File: src/logic/ubg_pkg.sv
// Constants and register map for the baud generator block
//
// Function
// - Transmit data and ninth bit double buffered
// - Low divisor write stores byte, restarts counter
// - High divisor write stores byte, restarts counter
// - High byte ignored unless wide divisor selected
// - Divisor is high byte over low byte
// - Async, 8-bit, low speed: clock/(64(n+1))
// - Async, 16-bit, low speed: clock/(16(n+1))
// - Sync, 8-bit: clock/(4(n+1)), speed ignored
// - Mode bit set means sync; wide bit 16-bit
package ubg_pkg;

  // ----------------------------------------------------------------
  // Register offsets (byte addresses)
  // ----------------------------------------------------------------
  localparam int unsigned ADDR_W = 8;
  localparam logic [7:0] OFF_TX_DATA = 8'h00;
  localparam logic [7:0] OFF_DIV_LO  = 8'h04;
  localparam logic [7:0] OFF_DIV_HI  = 8'h08;
  localparam logic [7:0] OFF_RX_CS   = 8'h0C;
  localparam logic [7:0] OFF_TX_CS   = 8'h10;
  localparam logic [7:0] OFF_RATE    = 8'h14;
  localparam logic [7:0] OFF_RX_DATA = 8'h18;

  // ----------------------------------------------------------------
  // Field positions
  // ----------------------------------------------------------------
  localparam int unsigned TXCS_NINTH = 0;
  localparam int unsigned TXCS_TRMT  = 1;
  localparam int unsigned TXCS_HIGH  = 2;
  localparam int unsigned TXCS_SYNC  = 4;
  localparam int unsigned TXCS_TXEN  = 5;
  localparam int unsigned TXCS_NINE  = 6;
  localparam int unsigned RXCS_SPEN  = 7;
  localparam int unsigned RATE_WIDE  = 3;

  // ----------------------------------------------------------------
  // Reset values and write masks
  // ----------------------------------------------------------------
  localparam logic [7:0] RST_BYTE    = 8'h00;
  localparam logic [7:0] TXCS_WMASK  = 8'hFD;
  localparam logic [7:0] RXCS_WMASK  = 8'hF8;
  localparam logic [7:0] RATE_WMASK  = 8'h1B;
  localparam logic [7:0] RATE_RO_SET = 8'h40;
  localparam logic [10:0] SHIFT_IDLE = 11'h7FF;

  // ----------------------------------------------------------------
  // Rate factors and frame lengths
  // ----------------------------------------------------------------
  localparam int unsigned DIV_W  = 16;
  localparam int unsigned PER_W  = 23;
  localparam logic [6:0] FACT_4  = 7'h04;
  localparam logic [6:0] FACT_16 = 7'h10;
  localparam logic [6:0] FACT_64 = 7'h40;
  localparam logic [3:0] FRAME_8 = 4'hA;
  localparam logic [3:0] FRAME_9 = 4'hB;

  typedef enum logic [1:0] {
    TX_IDLE  = 2'b01,
    TX_SHIFT = 2'b10
  } ubg_tx_state_t;

endpackage

File: src/logic/ubg_top.sv
// Baud generator top: APB registers, transmit double buffer, shifter
`timescale 1ns/1ns
module ubg_top (
  // Clock and reset
  input  wire logic                       pclk,
  input  wire logic                       presetn,
  // APB slave
  input  wire logic                       psel,
  input  wire logic                       penable,
  input  wire logic                       pwrite,
  input  wire logic [ubg_pkg::ADDR_W-1:0] paddr,
  input  wire logic [31:0]                pwdata,
  output logic [31:0]                     prdata,
  output logic                            pready,
  output logic                            pslverr,
  // Serial side
  output logic                            tx_serial,
  output logic                            bit_tick,
  output logic                            tx_buf_empty
);

  // ----------------------------------------------------------------
  // State
  // ----------------------------------------------------------------
  logic [7:0]             txcs_q;
  logic [7:0]             txcs_d;
  logic [7:0]             rxcs_q;
  logic [7:0]             rxcs_d;
  logic [7:0]             rate_q;
  logic [7:0]             rate_d;
  logic [7:0]             divl_q;
  logic [7:0]             divh_q;
  logic [7:0]             txbuf_q;
  logic                   ninth_buf_q;
  logic                   buf_full_q;
  logic                   buf_full_d;
  logic [10:0]            shift_q;
  logic [10:0]            shift_d;
  logic [3:0]             bits_q;
  logic [3:0]             bits_d;
  ubg_pkg::ubg_tx_state_t st_q;
  ubg_pkg::ubg_tx_state_t st_d;
  logic [31:0]            prdata_q;
  logic [7:0]             rd_w;

  // ----------------------------------------------------------------
  // Address decode
  // ----------------------------------------------------------------
  logic acc;
  logic setup;
  logic sel_tx;
  logic sel_divl;
  logic sel_divh;
  logic sel_rxcs;
  logic sel_txcs;
  logic sel_rate;
  logic sel_rxd;
  logic hit;
  logic wr;
  logic wr_tx;
  logic wr_divl;
  logic wr_divh;
  logic wr_rxcs;
  logic wr_txcs;
  logic wr_rate;

  assign acc      = psel & penable;
  assign setup    = psel & ~penable;
  assign sel_tx   = (paddr == ubg_pkg::OFF_TX_DATA);
  assign sel_divl = (paddr == ubg_pkg::OFF_DIV_LO);
  assign sel_divh = (paddr == ubg_pkg::OFF_DIV_HI);
  assign sel_rxcs = (paddr == ubg_pkg::OFF_RX_CS);
  assign sel_txcs = (paddr == ubg_pkg::OFF_TX_CS);
  assign sel_rate = (paddr == ubg_pkg::OFF_RATE);
  assign sel_rxd  = (paddr == ubg_pkg::OFF_RX_DATA);
  assign hit      = sel_tx | sel_divl | sel_divh | sel_rxcs
                  | sel_txcs | sel_rate | sel_rxd;
  assign wr       = acc & pwrite & hit;
  assign wr_tx    = wr & sel_tx;
  assign wr_divl  = wr & sel_divl;
  assign wr_divh  = wr & sel_divh;
  assign wr_rxcs  = wr & sel_rxcs;
  assign wr_txcs  = wr & sel_txcs;
  assign wr_rate  = wr & sel_rate;

  // Zero wait states; read data is captured in the setup cycle
  assign pready  = 1'b1;
  assign pslverr = acc & ~hit;
  assign prdata  = prdata_q;

  // ----------------------------------------------------------------
  // Mode and control bits
  // ----------------------------------------------------------------
  logic sync_mode;
  logic wide_sel;
  logic high_speed;
  logic port_en;
  logic tx_en;
  logic nine_bit;
  logic shift_idle;

  assign sync_mode  = txcs_q[ubg_pkg::TXCS_SYNC];
  assign high_speed = txcs_q[ubg_pkg::TXCS_HIGH];
  assign wide_sel   = rate_q[ubg_pkg::RATE_WIDE];
  assign port_en    = rxcs_q[ubg_pkg::RXCS_SPEN];
  assign tx_en      = txcs_q[ubg_pkg::TXCS_TXEN];
  assign nine_bit   = txcs_q[ubg_pkg::TXCS_NINE];
  assign shift_idle = (st_q == ubg_pkg::TX_IDLE);

  // Status bit is hardware state, so it is merged on read, not stored
  assign txcs_d = wr_txcs ? (pwdata[7:0] & ubg_pkg::TXCS_WMASK) : txcs_q;
  assign rxcs_d = wr_rxcs ? (pwdata[7:0] & ubg_pkg::RXCS_WMASK) : rxcs_q;
  assign rate_d = wr_rate ? (pwdata[7:0] & ubg_pkg::RATE_WMASK) : rate_q;

  // ----------------------------------------------------------------
  // Read mux
  // ----------------------------------------------------------------
  always_comb begin
    rd_w = ubg_pkg::RST_BYTE;
    if (sel_tx) begin
      rd_w = txbuf_q;
    end else if (sel_divl) begin
      rd_w = divl_q;
    end else if (sel_divh) begin
      rd_w = divh_q;
    end else if (sel_rxcs) begin
      rd_w = rxcs_q;
    end else if (sel_txcs) begin
      rd_w = txcs_q | {6'h00, shift_idle, 1'b0};
    end else if (sel_rate) begin
      rd_w = rate_q | ubg_pkg::RATE_RO_SET;
    end else begin
      rd_w = ubg_pkg::RST_BYTE;
    end
  end

  // ----------------------------------------------------------------
  // Register file
  // ----------------------------------------------------------------
  always_ff @(posedge pclk or negedge presetn) begin
    if (!presetn) begin
      txcs_q <= ubg_pkg::RST_BYTE;
      rxcs_q <= ubg_pkg::RST_BYTE;
      rate_q <= ubg_pkg::RST_BYTE;
    end else begin
      txcs_q <= txcs_d;
      rxcs_q <= rxcs_d;
      rate_q <= rate_d;
    end
  end

  always_ff @(posedge pclk or negedge presetn) begin
    if (!presetn) begin
      divl_q <= ubg_pkg::RST_BYTE;
    end else if (wr_divl) begin
      divl_q <= pwdata[7:0];
    end
  end

  always_ff @(posedge pclk or negedge presetn) begin
    if (!presetn) begin
      divh_q <= ubg_pkg::RST_BYTE;
    end else if (wr_divh) begin
      divh_q <= pwdata[7:0];
    end
  end

  always_ff @(posedge pclk or negedge presetn) begin
    if (!presetn) begin
      prdata_q <= 32'h0000_0000;
    end else if (setup) begin
      prdata_q <= {24'h00_0000, rd_w};
    end
  end

  // ----------------------------------------------------------------
  // Baud rate counter
  // ----------------------------------------------------------------
  logic restart;

  // A disabled port holds the counter at zero
  assign restart = wr_divl | wr_divh | ~port_en;

  ubg_rate_div u_div (
    .pclk       (pclk),
    .presetn    (presetn),
    .restart    (restart),
    .sync_mode  (sync_mode),
    .wide_sel   (wide_sel),
    .high_speed (high_speed),
    .div_low    (divl_q),
    .div_high   (divh_q),
    .bit_tick   (bit_tick)
  );

  // ----------------------------------------------------------------
  // Transmit double buffer
  // ----------------------------------------------------------------
  logic tx_take;
  logic tx_load;
  logic [10:0] frame_w;

  // A write into a full buffer is dropped; software polls first
  assign tx_take = wr_tx & ~buf_full_q;
  // Buffer frees as soon as its value moves into the shifter
  assign tx_load = shift_idle & buf_full_q & tx_en & port_en;
  assign buf_full_d = tx_take | (buf_full_q & ~tx_load);
  assign tx_buf_empty = ~buf_full_q;

  // Stop, ninth or second stop, data LSB first, start
  assign frame_w = nine_bit ? {1'b1, ninth_buf_q, txbuf_q, 1'b0}
                            : {2'b11, txbuf_q, 1'b0};

  always_ff @(posedge pclk or negedge presetn) begin
    if (!presetn) begin
      txbuf_q     <= ubg_pkg::RST_BYTE;
      ninth_buf_q <= 1'b0;
    end else if (tx_take) begin
      txbuf_q     <= pwdata[7:0];
      ninth_buf_q <= txcs_q[ubg_pkg::TXCS_NINTH];
    end
  end

  always_ff @(posedge pclk or negedge presetn) begin
    if (!presetn) begin
      buf_full_q <= 1'b0;
    end else begin
      buf_full_q <= buf_full_d;
    end
  end

  // ----------------------------------------------------------------
  // Shifter
  // ----------------------------------------------------------------
  always_comb begin
    st_d    = st_q;
    shift_d = shift_q;
    bits_d  = bits_q;
    case (st_q)
      ubg_pkg::TX_IDLE: begin
        if (tx_load) begin
          st_d    = ubg_pkg::TX_SHIFT;
          shift_d = frame_w;
          bits_d  = nine_bit ? ubg_pkg::FRAME_9 : ubg_pkg::FRAME_8;
        end
      end
      ubg_pkg::TX_SHIFT: begin
        if (bit_tick) begin
          shift_d = {1'b1, shift_q[10:1]};
          bits_d  = bits_q - 4'h1;
          if (bits_q == 4'h1) begin
            st_d = ubg_pkg::TX_IDLE;
          end
        end
      end
      default: begin
        st_d    = ubg_pkg::TX_IDLE;
        shift_d = ubg_pkg::SHIFT_IDLE;
        bits_d  = 4'h0;
      end
    endcase
  end

  always_ff @(posedge pclk or negedge presetn) begin
    if (!presetn) begin
      st_q    <= ubg_pkg::TX_IDLE;
      shift_q <= ubg_pkg::SHIFT_IDLE;
      bits_q  <= 4'h0;
    end else begin
      st_q    <= st_d;
      shift_q <= shift_d;
      bits_q  <= bits_d;
    end
  end

  // Idle line is high because the shifter refills with ones
  assign tx_serial = shift_q[0];
endmodule

File: src/logic/ubg_rate_div.sv
// Baud rate counter: prescaler by mode factor, then divide by n+1
`timescale 1ns/1ns
module ubg_rate_div (
  // Clock and reset
  input  wire logic       pclk,
  input  wire logic       presetn,
  // Control
  input  wire logic       restart,
  input  wire logic       sync_mode,
  input  wire logic       wide_sel,
  input  wire logic       high_speed,
  input  wire logic [7:0] div_low,
  input  wire logic [7:0] div_high,
  // Output
  output logic            bit_tick
);

  logic [ubg_pkg::DIV_W-1:0] n_eff;
  logic [6:0]                factor;
  logic                      pre_last;
  logic [5:0]                pre_q;
  logic [5:0]                pre_d;
  logic [ubg_pkg::DIV_W-1:0] cnt_q;
  logic [ubg_pkg::DIV_W-1:0] cnt_d;

  // High byte only counts in the wide generator
  assign n_eff = wide_sel ? {div_high, div_low} : {8'h00, div_low};

  assign factor = sync_mode               ? ubg_pkg::FACT_4 :
                  (wide_sel & high_speed) ? ubg_pkg::FACT_4 :
                  (wide_sel | high_speed) ? ubg_pkg::FACT_16 :
                                            ubg_pkg::FACT_64;

  // Compare with >= so a mode change mid-count cannot run past the end
  assign pre_last = ({1'b0, pre_q} >= (factor - 7'h01));
  assign bit_tick = pre_last & (cnt_q >= n_eff) & ~restart;
  assign pre_d    = (restart | pre_last) ? 6'h00 : pre_q + 6'h01;
  assign cnt_d    = (restart | bit_tick) ? 16'h0000 :
                    pre_last ? cnt_q + 16'h0001 : cnt_q;

  always_ff @(posedge pclk or negedge presetn) begin
    if (!presetn) begin
      pre_q <= 6'h00;
      cnt_q <= 16'h0000;
    end else begin
      pre_q <= pre_d;
      cnt_q <= cnt_d;
    end
  end

  // ----------------------------------------------------------------
  // Checks
  // ----------------------------------------------------------------
  logic [ubg_pkg::PER_W-1:0] per_q;
  logic                      chk_q;
  logic                      chk_w;
  logic [2:0]                cfg_q;
  logic [2:0]                cfg_w;
  logic [ubg_pkg::PER_W-1:0] per_w;
  logic [ubg_pkg::PER_W-1:0] np1_w;

  assign cfg_w = {sync_mode, wide_sel, high_speed};
  assign per_w = per_q + 23'h00_0001;
  assign np1_w = 23'(n_eff) + 23'h00_0001;
  // A tick in the very cycle that a mode bit changes belongs to the old mode
  assign chk_w = chk_q & (cfg_w == cfg_q);

  always_ff @(posedge pclk or negedge presetn) begin
    if (!presetn) begin
      per_q <= 23'h00_0000;
      chk_q <= 1'b1;
      cfg_q <= 3'h0;
    end else begin
      per_q <= (restart | bit_tick) ? 23'h00_0000 : per_w;
      chk_q <= restart ? 1'b1 : (cfg_w != cfg_q) ? 1'b0 : bit_tick ? 1'b1 : chk_q;
      cfg_q <= cfg_w;
    end
  end
endmodule

File: config.mk
export PLATFORM = sky130hd
export DESIGN_NAME = ubg_top
export DESIGN_NICKNAME = d
export VERILOG_FILES = /design/src/logic/ubg_pkg.sv /design/src/logic/ubg_top.sv /design/src/logic/ubg_rate_div.sv
export SDC_FILE = /design/constraint.sdc
export NUM_CORES = 1
export LEC_CHECK = 0
export BUFFER_PORTS_ARGS = -buffer_cell sky130_fd_sc_hd__buf_4
export CORE_MARGIN = 2
export CORE_UTILIZATION = 36
export DETAILED_ROUTE_END_ITERATION = 7
export PLACE_DENSITY = 0.58
export SLEW_MARGIN = 15
export SYNTH_ARGS = -nofsm -noshare
export SYNTH_HDL_FRONTEND = slang
export SYNTH_SLANG_ARGS = --single-unit
File: constraint.sdc
create_clock -name pclk -period 3.2 [get_ports pclk]
set_input_delay 0.16 -clock pclk [delete_from_list [all_inputs] [get_ports pclk]]
set_output_delay 0.16 -clock pclk [all_outputs]
set_load 0.02 [all_outputs]
==> reports/qor.txt <==
status = complete, no violations
Port-buffer cells = 32
Netlist cell types = 59
fraction of layout cells with a size suffix above 1 = 0.219
Worst Setup Path Type = reg2reg
total routed wirelength = 12.0 mm
Worst VDD drop = 0.280 mV
hold path depth = 3
Starting Density = 0.369
DRC = 0
routability cong. = 0.805
Min-Delay Endpoint = divl_q[6]
asr flop ratio synth = 1.00
cells after synthesis = 516
pwr dens = 534 nW/um2
drt via density = 5.33
FMAX = 329 MHz
met3 WL = 437 um
DR pass1 iterations = 4
vias in the first global route = 3,856
final setup TNS = 0 ns
Longest Clk Path Bufs = 2
worst hold-check path type = in2reg
Final setup viols = 0
flop2flop setup slack = 0.16 ns
RSZ-0062 raised after global routing = yes
Die Span Y = 124 um
via count = 3,932
FF+latch count, synth = 88
worst hold start = pwdata[6]
Final Instance Count excl. Fillers = 738
largest net degree at the start of global routing = 36
worst slew pin tran = 0.717 ns
Core Region = 13,900 um2
Diodes inserted = 0
post-synth top area share = 0.374
TritonCTS buffer count = 9
# clock sinks = 88
worst path required time = 3.47 ns
Arr. time, crit path = 3.31 ns
R2R Path End = u_div.cnt_q[15]
Overall Global Routing Usage = 0.169
met2 WL post-DR = 5.56 mm
Critical Path Source Type = register
Clk Tree Root Cell = clkbuf_16
crit path launch = txcs_q[2]
Syn. warnings = 0
Top FF cell, synth = dfrtp_1
max-cap violations = 0
H-tree depth = 3
Final #Nets = 627
ranking of synthesized cells by area = dfrtp_1 (37%), mux2_2 (7.9%), ha_1 (7.0%), dfstp_2 (5.6%), o21ai_0 (3.8%)
dominant cell type by area after synthesis = dfrtp_1
wire length of the first global-routing pass = 19.9 mm
Clock Latency Late Sink = 0.35 ns
total die area = 15,300 um2
CP Max Fanout = 7
Row Count = 43
R2R Path Start = txcs_q[2]
DRT iter0 DRCs = 266
post-route cell area = 5830 um2
HPWL after DPL = 8.67 mm
clk_skew = 0.00672 ns
Avg WL per Cell = 16.2 um
Post-Syn Area per Cell = 9.98 um2
dpl cell area = 5520 um2
CTS tree = built
Layout area overhead = 13.3%
GRT overflow = 0
Final min period = 3.04 ns
sequential area share after synthesis = 0.430
IO Pins = 82
Final Cycle Share = 0.951
most frequent cells in the layout = dfrtp_1 (77), buf_4 (47), nand2_1 (44)
Post-Syn Area = 5150 um2
CP endpoint kind = register
max layer used = met4
total leakage power = 2.70 nW
FF-to-FF path depth = 12
clock-pin slew on the worst setup and hold paths = 0.07 ns
commonest non-fill, non-tap cell in the layout = dfrtp_1
initial antenna violation count = 0
Post-synth EDFFs = 0
dpl cells = 719
max_slew headroom = 0.518
final hold viol count = 0
Routed Antenna Nets = 0
Die Width = 124 um
final total power = 3.12 mW
Final Max Tran Viols = 0
M1 WL = 5.84 mm
==> cell type report <==
cell class | instances | area, um2
clock inverters | 5 | 38.8
repair buffers | 48 | 363
fillers | 1352 | 8100
inverters | 26 | 97.6
flip-flops and latches | 88 | 2220
clock buffers | 11 | 243
well taps | 180 | 225
multi-input cells | 380 | 2650
==> worst max-delay path by stage <==
stage	endpoint	slack [ns]
floorplan	bits_q[1]	0.13
global placement	bits_q[0]	0.25
detailed placement	u_div.cnt_q[15]	0.22
CTS	bit_tick	0.02
global route	u_div.cnt_q[15]	-0.03
finish	u_div.cnt_q[15]	0.16
==> power breakdown <==
group          switching, mW  leakage, nW  internal (mW)
Clock                  0.456        0.137          0.553
Combinational          0.441         1.42          0.343
Sequential            0.0552         1.14           1.27
Total                  0.952         2.70           2.16
==> through the flow <==
| stage | hold WS (ns) | setup WS [ns] | utilization |
|---|---|---|---|
| after floorplan | -0.136 | 0.132 | - |
| after global placement | 0.142 | 0.247 | 0.396 |
| after detailed placement | 0.145 | 0.225 | 0.396 |
| after CTS | 0.0526 | 0.0243 | 0.418 |
| after global routing | 0.0666 | -0.0268 | 0.419 |
| final | 0.0641 | 0.156 | 0.419 |
==> logic make-up (layout without fill, tap and decap cells) <==
family | after synthesis | in the layout | share of synthesized area
adders and majority gates | 29 | 29 | 0.0705
and+or+nand+nor | 151 | 151 | 0.153
other | 2 | 25 | 0.00146
buffers and inverters | 71 | 90 | 0.0722
AOI/OAI and AO/OA | 116 | 116 | 0.149
xor gates and xnor gates | 5 | 5 | 0.00851
muxes | 54 | 54 | 0.116
DFF | 88 | 88 | 0.430
==> layer usage <==
metal,track usage,vias up
met5,0,-
met2,0.265,92
met3,0.0366,11
met4,0.0490,0
met1,0.236,1955
li1,-,1874
==> timing repair <==
action,CTS,global route
endpoints found under the hold margin,33,0
setup buffers,1,2
pin swaps,1,2
gates resized for setup,0,2
setup endpoints to repair,1,4
hold buffers,1,0
==> critical path: stages, from the launching register on <==
cell and delay (ns):
dfrtp_1 0.39, ha_1 0.19, or2_2 0.30, inv_1 0.07, ha_1 0.23, ha_1 0.28
o21a_1 0.13, o211ai_1 0.18, buf_4 0.21, buf_4 0.15, or2_2 0.32, or3_1 0.36
a21oi_1 0.16
==> synthesized netlist by cell type, types with 3 or more instances <==
cell	instances
or2_2	4
a221o_1	8
inv_1	26
nor2b_1	8
nor2_1	24
o211ai_1	3
buf_2	3
clkbuf_1	15
mux2_2	36
ha_1	29
a31oi_1	4
a21oi_1	26
dfstp_2	11
a32oi_1	3
xor2_1	3
mux2_1	8
and4_1	3
mux2i_1	10
or3_1	7
nand3b_1	7
a211o_1	3
o22ai_1	6
nand2_1	44
and3_1	8
buf_4	25
dfrtp_1	77
nand3_1	12
nand2b_1	6
a22oi_1	9
nor3_1	13
o21ai_0	39
==> sequential cells by signal (all words and copies together) (netlist names) <==
register     flops
buf_full_q       1
rxcs_q           5
ninth_buf_q      1
divl_q           8
shift_q         10
u_div.cnt_q     16
bits_q           4
divh_q           8
rate_q           4
txcs_q           7
prdata           8
st_q             2
u_div.pre_q      6
txbuf_q          8
Power figures use the tool's default switching activity.
